**src/mnx_pkg.sv**
```systemverilog
// Package: opcodes, timing counts and carrier structs of the multiply/negate/no-op unit
package mnx_pkg;
  localparam logic [7:0] MNX_OPC_GRP_BYTE = 8'hf6;
  localparam logic [7:0] MNX_OPC_GRP_WORD = 8'hf7;
  localparam logic [7:0] MNX_OPC_NO_OP = 8'h90;
  localparam logic [2:0] MNX_EXT_MUL = 3'h4;
  localparam logic [2:0] MNX_EXT_NEG = 3'h3;
  // Clock counts of each instruction form (multiply takes the shortest count of its range)
  localparam logic [5:0] MNX_CYC_NEG_REG = 6'h03;
  localparam logic [5:0] MNX_CYC_NEG_MEM = 6'h0a;
  localparam logic [5:0] MNX_CYC_NEG_MEM_NARROW = 6'h0e;
  localparam logic [5:0] MNX_CYC_NOP = 6'h03;
  localparam logic [5:0] MNX_CYC_MULB_REG = 6'h1a;
  localparam logic [5:0] MNX_CYC_MULB_MEM = 6'h20;
  localparam logic [5:0] MNX_CYC_MULW_REG = 6'h23;
  localparam logic [5:0] MNX_CYC_MULW_MEM = 6'h29;
  localparam logic [5:0] MNX_CYC_MULW_MEM_NARROW = 6'h2d;
  localparam logic [15:0] MNX_NOP_IP_STEP = 16'h0001;

  // Request from the sequencer
  typedef struct packed {
    logic [7:0] opcode;
    logic [2:0] ext;
    logic is_mem;
    logic [15:0] operand;
    logic [15:0] acc;
    logic [15:0] ip;
  } mnx_req_t;

  // Results returned to the register file
  typedef struct packed {
    logic [15:0] acc;
    logic acc_we;
    logic [15:0] dext;
    logic dext_we;
    logic [15:0] opnd;
    logic opnd_we;
    logic opnd_to_mem;
    logic [15:0] ip;
    logic ip_we;
  } mnx_res_t;

  // Arithmetic flags: carry, parity, aux, zero, sign, overflow
  typedef struct packed {
    logic carry_flag;
    logic parity;
    logic aux;
    logic zero;
    logic sign;
    logic overflow_flag;
  } mnx_flags_t;
endpackage

```
**src/mnx_cycle_timer.sv**
```systemverilog
// Down counter that stretches an instruction to its documented clock count
`timescale 1ns/1ps
module mnx_cycle_timer
  import mnx_pkg::*;
(
  input wire logic clk_i,
  input wire logic reset_i,
  input wire logic ce_i,
  input wire logic load_i,
  input wire logic [5:0] count_i,
  output logic last_o
);
  logic [5:0] cnt_q;

  // Counter holds at zero when idle; last cycle is when it reaches one
  always_ff @(posedge clk_i or posedge reset_i) begin
    if (reset_i) begin
      cnt_q <= 6'h00;
    end else if (ce_i) begin
      if (load_i) begin
        cnt_q <= count_i;
      end else if (cnt_q != 6'h00) begin
        cnt_q <= cnt_q - 6'h01;
      end
    end
  end

  assign last_o = (cnt_q == 6'h01);
endmodule

```
**src/mnx_exec_unit.sv**
```systemverilog
// Execution unit for unsigned multiply, two's complement negate and no-operation
// How it works
// - Byte multiply (F6 /4) multiplies the 8-bit operand by acc_low_byte into the 16-bit accumulator_word.
// - Word multiply (F7 /4) multiplies by accumulator_word, high half to data_extension_word, low to accumulator_word.
// - Both multiply factors are treated as unsigned and zero extended.
// - After multiply carry_flag and overflow_flag are both 0 if the upper product half is zero, else 1.
// - Negate (F6 /3, F7 /3) takes a register or memory operand and writes back to the same place.
// - Negate computes zero minus operand modulo its width, so zero stays zero.
// - Negate sets carry_flag when the operand is nonzero and clears it when zero.
// - Negate takes 3 clocks from a register, 10 from memory, 14 for a word in memory on a byte bus.
// - The no_operation opcode 90 is one byte long and only moves the instruction pointer on by one.
// - The no_operation leaves all registers, flags and memory untouched except the instruction pointer.
`timescale 1ns/1ps
module mnx_exec_unit
  import mnx_pkg::*;
(
  input wire logic clk_i,
  input wire logic reset_i,
  input wire logic ce_i,
  input wire logic narrow_bus_i,
  input wire logic start_i,
  input wire mnx_req_t req_i,
  input wire mnx_flags_t flags_i,
  output logic busy_o,
  output logic done_o,
  output logic illegal_o,
  output mnx_res_t res_o,
  output mnx_flags_t flags_o
);
  // Sequencer states, one-hot
  typedef enum logic [2:0] {
    MNX_IDLE = 3'b001,
    MNX_RUN = 3'b010,
    MNX_DONE = 3'b100
  } mnx_state_t;

  // Operation class latched at the taking edge
  typedef enum logic [2:0] {
    MNX_OP_MUL = 3'b001,
    MNX_OP_NEG = 3'b010,
    MNX_OP_NOP = 3'b100
  } mnx_op_t;

  // Sequencer and captured request
  mnx_state_t state_q;
  mnx_state_t state_d;
  mnx_op_t op_q;
  mnx_op_t dec_op;
  mnx_req_t req_q;
  mnx_flags_t flags_q;
  // Write-back registers, one group per concern
  logic [15:0] mul_acc_q;
  logic mul_acc_we_q;
  logic [15:0] mul_dext_q;
  logic mul_dext_we_q;
  logic [15:0] neg_opnd_q;
  logic neg_opnd_we_q;
  logic neg_to_mem_q;
  logic [15:0] ip_next_q;
  logic ip_we_q;
  logic finish_now;
  // Decode, timing and datapath signals
  logic wide_q;
  logic timer_last;
  logic load_timer;
  logic [5:0] cyc_count;
  logic dec_mul;
  logic dec_neg;
  logic dec_nop;
  logic dec_wide;
  logic dec_ok;
  logic [31:0] product;
  logic [15:0] neg_res;
  logic [15:0] op_masked;
  logic [15:0] acc_masked;
  logic upper_nonzero;
  logic neg_zero_src;
  logic neg_ovf;
  logic neg_aux;
  logic neg_sign;
  logic neg_is_zero;
  logic [7:0] parity_byte;

  // Opcode decode
  always_comb begin
    dec_wide = (req_i.opcode == MNX_OPC_GRP_WORD);
    dec_mul = ((req_i.opcode == MNX_OPC_GRP_BYTE) || dec_wide) && (req_i.ext == MNX_EXT_MUL);
    dec_neg = ((req_i.opcode == MNX_OPC_GRP_BYTE) || dec_wide) && (req_i.ext == MNX_EXT_NEG);
    dec_nop = (req_i.opcode == MNX_OPC_NO_OP);
    dec_ok = dec_mul || dec_neg || dec_nop;
  end

  // Operation class of the incoming request, latched at the taking edge
  always_comb begin
    dec_op = MNX_OP_NOP;
    if (dec_mul) begin
      dec_op = MNX_OP_MUL;
    end else if (dec_neg) begin
      dec_op = MNX_OP_NEG;
    end
  end

  // Cycle count of the accepted instruction
  always_comb begin
    cyc_count = MNX_CYC_NOP;
    if (dec_neg) begin
      if (!req_i.is_mem) begin
        cyc_count = MNX_CYC_NEG_REG;
      end else if (dec_wide && narrow_bus_i) begin
        cyc_count = MNX_CYC_NEG_MEM_NARROW;
      end else begin
        cyc_count = MNX_CYC_NEG_MEM;
      end
    end else if (dec_mul) begin
      // Multiply takes the shortest count of its range; no data-dependent stretch
      if (!dec_wide) begin
        cyc_count = req_i.is_mem ? MNX_CYC_MULB_MEM : MNX_CYC_MULB_REG;
      end else if (!req_i.is_mem) begin
        cyc_count = MNX_CYC_MULW_REG;
      end else begin
        cyc_count = narrow_bus_i ? MNX_CYC_MULW_MEM_NARROW : MNX_CYC_MULW_MEM;
      end
    end
  end

  // Taken only when idle and decodable; a start while busy is simply dropped
  assign load_timer = (state_q == MNX_IDLE) && start_i && dec_ok;

  // Instruction length timer: last_o marks the write-back cycle
  mnx_cycle_timer u_timer (
    .clk_i(clk_i),
    .reset_i(reset_i),
    .ce_i(ce_i),
    .load_i(load_timer),
    .count_i(cyc_count),
    .last_o(timer_last)
  );

  // Sequencer state: busy through the whole instruction, one-cycle done after
  always_comb begin
    case (state_q)
      MNX_IDLE: state_d = load_timer ? MNX_RUN : MNX_IDLE;
      MNX_RUN: state_d = timer_last ? MNX_DONE : MNX_RUN;
      MNX_DONE: state_d = MNX_IDLE;
      default: state_d = MNX_IDLE;
    endcase
  end

  always_ff @(posedge clk_i or posedge reset_i) begin
    if (reset_i) begin
      state_q <= MNX_IDLE;
    end else if (ce_i) begin
      state_q <= state_d;
    end
  end

  // Capture the request so the sequencer may change its inputs while busy
  always_ff @(posedge clk_i or posedge reset_i) begin
    if (reset_i) begin
      req_q <= '0;
      op_q <= MNX_OP_NOP;
      wide_q <= 1'b0;
    end else if (ce_i && load_timer) begin
      req_q <= req_i;
      wide_q <= dec_wide;
      op_q <= dec_op;
    end
  end

  // Unsigned product: byte form zero extends the low byte of both factors
  always_comb begin
    op_masked = wide_q ? req_q.operand : {8'h00, req_q.operand[7:0]};
    acc_masked = wide_q ? req_q.acc : {8'h00, req_q.acc[7:0]};
    product = {16'h0000, op_masked} * {16'h0000, acc_masked};
    upper_nonzero = wide_q ? (product[31:16] != 16'h0000) : (product[15:8] != 8'h00);
  end

  // Negation as a subtraction from zero, flags taken from the same subtraction
  always_comb begin
    // Byte form keeps the upper result byte at zero
    neg_res = wide_q ? (16'h0000 - req_q.operand) : {8'h00, 8'h00 - req_q.operand[7:0]};
    neg_zero_src = wide_q ? (req_q.operand == 16'h0000) : (req_q.operand[7:0] == 8'h00);
    neg_ovf = wide_q ? (req_q.operand == 16'h8000) : (req_q.operand[7:0] == 8'h80);
    neg_aux = (req_q.operand[3:0] != 4'h0);
    neg_sign = wide_q ? neg_res[15] : neg_res[7];
    neg_is_zero = wide_q ? (neg_res == 16'h0000) : (neg_res[7:0] == 8'h00);
    parity_byte = neg_res[7:0];
  end

  // Results are written once, on the last timed cycle, so busy covers the write
  assign finish_now = (state_q == MNX_RUN) && timer_last;

  // Multiply write-back: both product halves land on the same edge as the flags
  always_ff @(posedge clk_i or posedge reset_i) begin
    if (reset_i) begin
      mul_acc_q <= 16'h0000;
      mul_acc_we_q <= 1'b0;
      mul_dext_q <= 16'h0000;
      mul_dext_we_q <= 1'b0;
    end else if (ce_i) begin
      if (finish_now && (op_q == MNX_OP_MUL)) begin
        mul_acc_q <= product[15:0];
        mul_acc_we_q <= 1'b1;
        mul_dext_q <= product[31:16];
        mul_dext_we_q <= wide_q;
      end else begin
        mul_acc_q <= 16'h0000;
        mul_acc_we_q <= 1'b0;
        mul_dext_q <= 16'h0000;
        mul_dext_we_q <= 1'b0;
      end
    end
  end

  // Negate write-back goes to wherever the operand came from
  always_ff @(posedge clk_i or posedge reset_i) begin
    if (reset_i) begin
      neg_opnd_q <= 16'h0000;
      neg_opnd_we_q <= 1'b0;
      neg_to_mem_q <= 1'b0;
    end else if (ce_i) begin
      if (finish_now && (op_q == MNX_OP_NEG)) begin
        neg_opnd_q <= neg_res;
        neg_opnd_we_q <= 1'b1;
        neg_to_mem_q <= req_q.is_mem;
      end else begin
        neg_opnd_q <= 16'h0000;
        neg_opnd_we_q <= 1'b0;
        neg_to_mem_q <= 1'b0;
      end
    end
  end

  // Next pointer is offered for every instruction but written only by no_operation;
  // the sequencer steps the pointer itself for the longer encodings
  always_ff @(posedge clk_i or posedge reset_i) begin
    if (reset_i) begin
      ip_next_q <= 16'h0000;
      ip_we_q <= 1'b0;
    end else if (ce_i) begin
      if (finish_now) begin
        ip_next_q <= req_q.ip + MNX_NOP_IP_STEP;
        ip_we_q <= (op_q == MNX_OP_NOP);
      end else begin
        ip_next_q <= 16'h0000;
        ip_we_q <= 1'b0;
      end
    end
  end

  // Flag output: no-op passes flags through untouched
  always_ff @(posedge clk_i or posedge reset_i) begin
    if (reset_i) begin
      flags_q <= '0;
    end else if (ce_i && state_q == MNX_RUN && timer_last) begin
      flags_q <= flags_i;
      case (op_q)
        // Multiply defines only carry and overflow; the rest pass through
        MNX_OP_MUL: begin
          flags_q.carry_flag <= upper_nonzero;
          flags_q.overflow_flag <= upper_nonzero;
        end
        MNX_OP_NEG: begin
          flags_q.carry_flag <= !neg_zero_src;
          flags_q.overflow_flag <= neg_ovf;
          flags_q.aux <= neg_aux;
          flags_q.sign <= neg_sign;
          flags_q.zero <= neg_is_zero;
          flags_q.parity <= ~^parity_byte;
        end
        // No-op and anything unexpected keep the incoming flags
        default: begin
          flags_q <= flags_i;
        end
      endcase
    end
  end

  // Unknown opcodes are flagged and not executed
  always_ff @(posedge clk_i or posedge reset_i) begin
    if (reset_i) begin
      illegal_o <= 1'b0;
    end else if (ce_i) begin
      illegal_o <= (state_q == MNX_IDLE) && start_i && !dec_ok;
    end
  end

  // Busy covers the done cycle, so a new start waits one more edge
  assign busy_o = (state_q != MNX_IDLE);
  assign done_o = (state_q == MNX_DONE);
  assign flags_o = flags_q;

  // Write-back bundle to the register file
  assign res_o = '{
    acc: mul_acc_q,
    acc_we: mul_acc_we_q,
    dext: mul_dext_q,
    dext_we: mul_dext_we_q,
    opnd: neg_opnd_q,
    opnd_we: neg_opnd_we_q,
    opnd_to_mem: neg_to_mem_q,
    ip: ip_next_q,
    ip_we: ip_we_q
  };
endmodule

```
**config.mk**
```make
export PLATFORM = sky130hd
export DESIGN_NAME = mnx_exec_unit
export DESIGN_NICKNAME = d
export VERILOG_FILES = /design/src/mnx_pkg.sv /design/src/mnx_cycle_timer.sv /design/src/mnx_exec_unit.sv
export SDC_FILE = /design/constraint.sdc
export NUM_CORES = 1
export LEC_CHECK = 0
export BUFFER_PORTS_ARGS = -buffer_cell sky130_fd_sc_hd__clkbuf_2
export CAP_MARGIN = 30
export CORE_MARGIN = 2
export CORE_UTILIZATION = 55
export CTS_CLUSTER_DIAMETER = 200
export DETAILED_ROUTE_END_ITERATION = 8
export PLACE_DENSITY = 0.78
export SLEW_MARGIN = 0
export SYNTH_ARGS = -nofsm -noshare
export SYNTH_HDL_FRONTEND = slang
export SYNTH_SLANG_ARGS = --single-unit
```
**constraint.sdc**
```tcl
create_clock -name clk_i -period 6.1 [get_ports clk_i]
set_input_delay 0.305 -clock clk_i [delete_from_list [all_inputs] [get_ports clk_i]]
set_output_delay 0.305 -clock clk_i [all_outputs]
set_load 0.05 [all_outputs]
```
==> flow_summary.ini <==
[clock_network]
tritoncts = yes
clk-insertion-delay-late_ps = 440
clock_sinks = 138
root_buffer = clkbuf_16
htreeDepth = 4
clk_pin_slew_ps = 70
cts-buffers-inserted = 17
clk_path_buf_depth = 2

[floorplan]
rows = 60
die_w_um = 170
core_mm2 = 0.0270
dieArea_mm2 = 0.0288
dieHeight_um = 170
initial_core_util_pct = 55.9
design.portCount = 149

[logic_synthesis]
yosys_warnings = 0
syn-num-nets = 1964
synthCells = 1585
synth_common_cells = nand2_1 (225), fa_1 (194), inv_1 (189)
synth_top_family_by_area = adder cells
async_reset_ff_share_pct = 100
synth_compound_area_share_pct = 11.1
synth-xor-area-share_pct = 2.79
avgSynthCellArea_um2 = 9.51
synth_fa_ha_area_share_pct = 35.2
synthMuxAreaShare_pct = 3.73
synth_simple_gate_area_share_pct = 16.9
synthDistinctLibCells = 73
synth_seq_cells = 138
yosysSeqAreaShare_pct = 22.9
synth_enable_flop_cells = 0
syn_area_mm2 = 0.0151
yosys-top-cells-area = fa_1 (26%), dfrtp_1 (23%), ha_1 (9.5%), nand2_1 (5.6%), inv_1 (4.7%)
synth_largest_area_cell = fa_1
synth_ff_type = dfrtp_1
yosys.area.top_type_share_pct = 25.8
yosysMostFrequentCell = nand2_1

[min_path]
hold_class = input port to register

[critical_path]
cp-endpoint = flags_o[5]
cp-startpoint = wide_q
rrSetupSlack_ps = -130
critPathArrivalTime_ps = 6570
start_kind = register
path_class = register to register
regToRegStartpoint = wide_q
endpoint_kind = register
crit_fanout = 10
reg2reg_to = flags_o[5]
required_ps = 6440
reg2reg_depth = 26

[placement]
portBuffers = 148
gp_congestion = 0.911
dpl.hpwl_mm = 33.8
post_dp_cell_area_mm2 = 0.0173

[routing]
routed.top_layer = met4
drc = 0
wl_per_cell_um = 19.8
viasPerCell = 5.94
wl_met1_mm = 16.7
wirelength_mm = 43.5
met3WireLength_mm = 3.13
antenna_left = 0
dr.pass1.iters = 5
drt_iter0_drc = 840
via_count = 13000
routed-wl-met2_mm = 21.8

[power]
leakagePower_nw = 8.77
power_density_mw_per_mm2 = 133
finalPower_mw = 2.46
vdd_ir_drop_max_uv = 213

[sta]
holdWs_ps = 73.6
hold_viol = 0
setup_tns_ps = -227
drv_slew = 0
clock_skew_ps = 15.3
fin_crit_ps = 6230
fmax_mhz = 161
rsz0062_at_grt = true
setup_viol = 2
worst_slack_ps = -125
relSlewSlack_pct = 46.3
period_share_pct = 102
worstMarginPinSlew_ps = 805

[status]
outcome = finished with violations
violations = setup timing

[global_route]
grt_pass1_wl_mm = 68.9
grt_usage_pct = 30.8
antenna_found_initial = 0
grt_max_degree = 72
overflow = 0
grt_pass1_vias = 13500

[cells_and_area]
diodes = 0
area_growth_pct = 22.7
final_cell_area_mm2 = 0.0185
drive_gt1_share_pct = 27.6
num-nets-final = 2220
fin_util_pct = 68.6

[run]
cap_violations = 0
[critical path: stages (launching register included)]
cell and delay, ps:
dfrtp_2 440, buf_12 140, buf_4 140, and2_4 150, buf_8 130, buf_4 130, nand2_1 60, fa_2 360
fa_1 540, inv_1 40, ha_1 260, inv_1 60, fa_1 560, fa_1 460, fa_1 540, inv_1 70
ha_4 260, or2_2 310, a21oi_2 180, nor2_2 70, buf_4 140, o2111a_1 230, a211oi_1 290, buf_4 170
a211o_1 120, nor3_1 60, a32oi_1 210
[placed cells by master (no fill, tap or decap), types with 7 or more instances in the layout]
cell type | Yosys | final
and3_1 | 74 | 73
xor2_1 | 22 | 20
fa_1 | 194 | 186
mux2_2 | 42 | 42
a21oi_1 | 52 | 43
nand2b_1 | 8 | 8
ha_1 | 114 | 100
ha_4 | 0 | 14
clkbuf_16 | 0 | 17
o21ai_0 | 40 | 33
nand3_1 | 20 | 19
buf_4 | 5 | 175
o211ai_1 | 9 | 9
clkbuf_2 | 0 | 148
nand4_1 | 7 | 7
nand2_2 | 0 | 7
nor3_1 | 24 | 21
inv_1 | 189 | 187
mux2_1 | 8 | 8
a22o_1 | 34 | 34
a21oi_2 | 1 | 7
fa_2 | 0 | 8
xnor2_1 | 26 | 25
o21ai_1 | 6 | 7
dfrtp_1 | 136 | 133
or3_1 | 7 | 7
nand2_1 | 225 | 218
o2bb2ai_1 | 25 | 25
a21o_1 | 13 | 13
nor2_1 | 49 | 47
and2_1 | 54 | 45
[worst min path at each step]
| stage | from | endpoint | slack [ps] | cells past startpoint |
|---|---|---|---|---|
| after detailed placement | reset_i | req_q[1] | 430 | 2 |
| after global placement | reset_i | req_q[1] | 430 | 2 |
| after global routing | req_i[1] | req_q[1] | 70 | 2 |
| after CTS | req_i[1] | req_q[1] | 70 | 2 |
| after floorplan | req_i[0] | req_q[0] | 440 | 1 |
| final | req_i[1] | req_q[1] | 70 | 2 |
[cell families (layout without fill, tap and decap cells)]
family / Yosys count / count (layout)
compound gates: 239 / 239
xor+xnor: 48 / 48
fa+ha+maj: 308 / 308
buf+inv: 286 / 555
flops: 138 / 138
mux: 50 / 50
simple gates: 516 / 516
[where the power goes]
| group | switching [mW] | internal, mW |
|---|---|---|
| clock | 0.502 | 0.587 |
| sequential | 0.0499 | 0.953 |
| combinational | 0.220 | 0.148 |
| total | 0.772 | 1.69 |
[state kept, by name, indices dropped and copies added, names as in the netlist]
name           cells
op_q               3
neg_to_mem_q       1
ip_next_q         16
ip_we_q            1
mul_dext_we_q      1
mul_acc_q         16
mul_acc_we_q       1
u_timer.cnt_q      6
req_q             49
mul_dext_q        16
illegal_o          1
flags_o            6
state_q            3
wide_q             1
neg_opnd_we_q      1
neg_opnd_q        16
[routing by layer]
layer,track usage [%],up-vias
met5,0,-
met4,13.2,0
met3,6.37,143
met2,53.4,553
met1,37.4,6562
li1,-,5784
[through the flow]
| stage | setup WS [ps] | std cells |
|---|---|---|
| 4_1_cts | -69.0 | 2188 |
| 6_report | -125 | 2195 |
| 2_1_floorplan | 2.47 | 1585 |
| 5_1_grt | -326 | 2195 |
| 3_5_place_dp | -522 | 2150 |
| 3_3_place_gp | -280 | 2150 |
[final cells by class]
class	count	area, um2
Clock buffer	17	425
Tap cell	341	427
Clock inverter	15	173
Sequential cell	138	3460
Inverter	190	718
Fill cell	1964	8450
Multi-Input combinational cell	1161	11100
Timing Repair Buffer	333	2240
[timing repair]
| item | in CTS | in global routing |
|---|---|---|
| hold endpoints to repair | 67 | 0 |
| setup endpoints to repair | 14 | 12 |
| gates cloned | 0 | 0 |
| setup buffers | 5 | 6 |
| hold buffers | 1 | 0 |
| pin swaps | 33 | 21 |
| resized for setup | 67 | 29 |
Note: power is estimated with default switching activity, not from simulation.
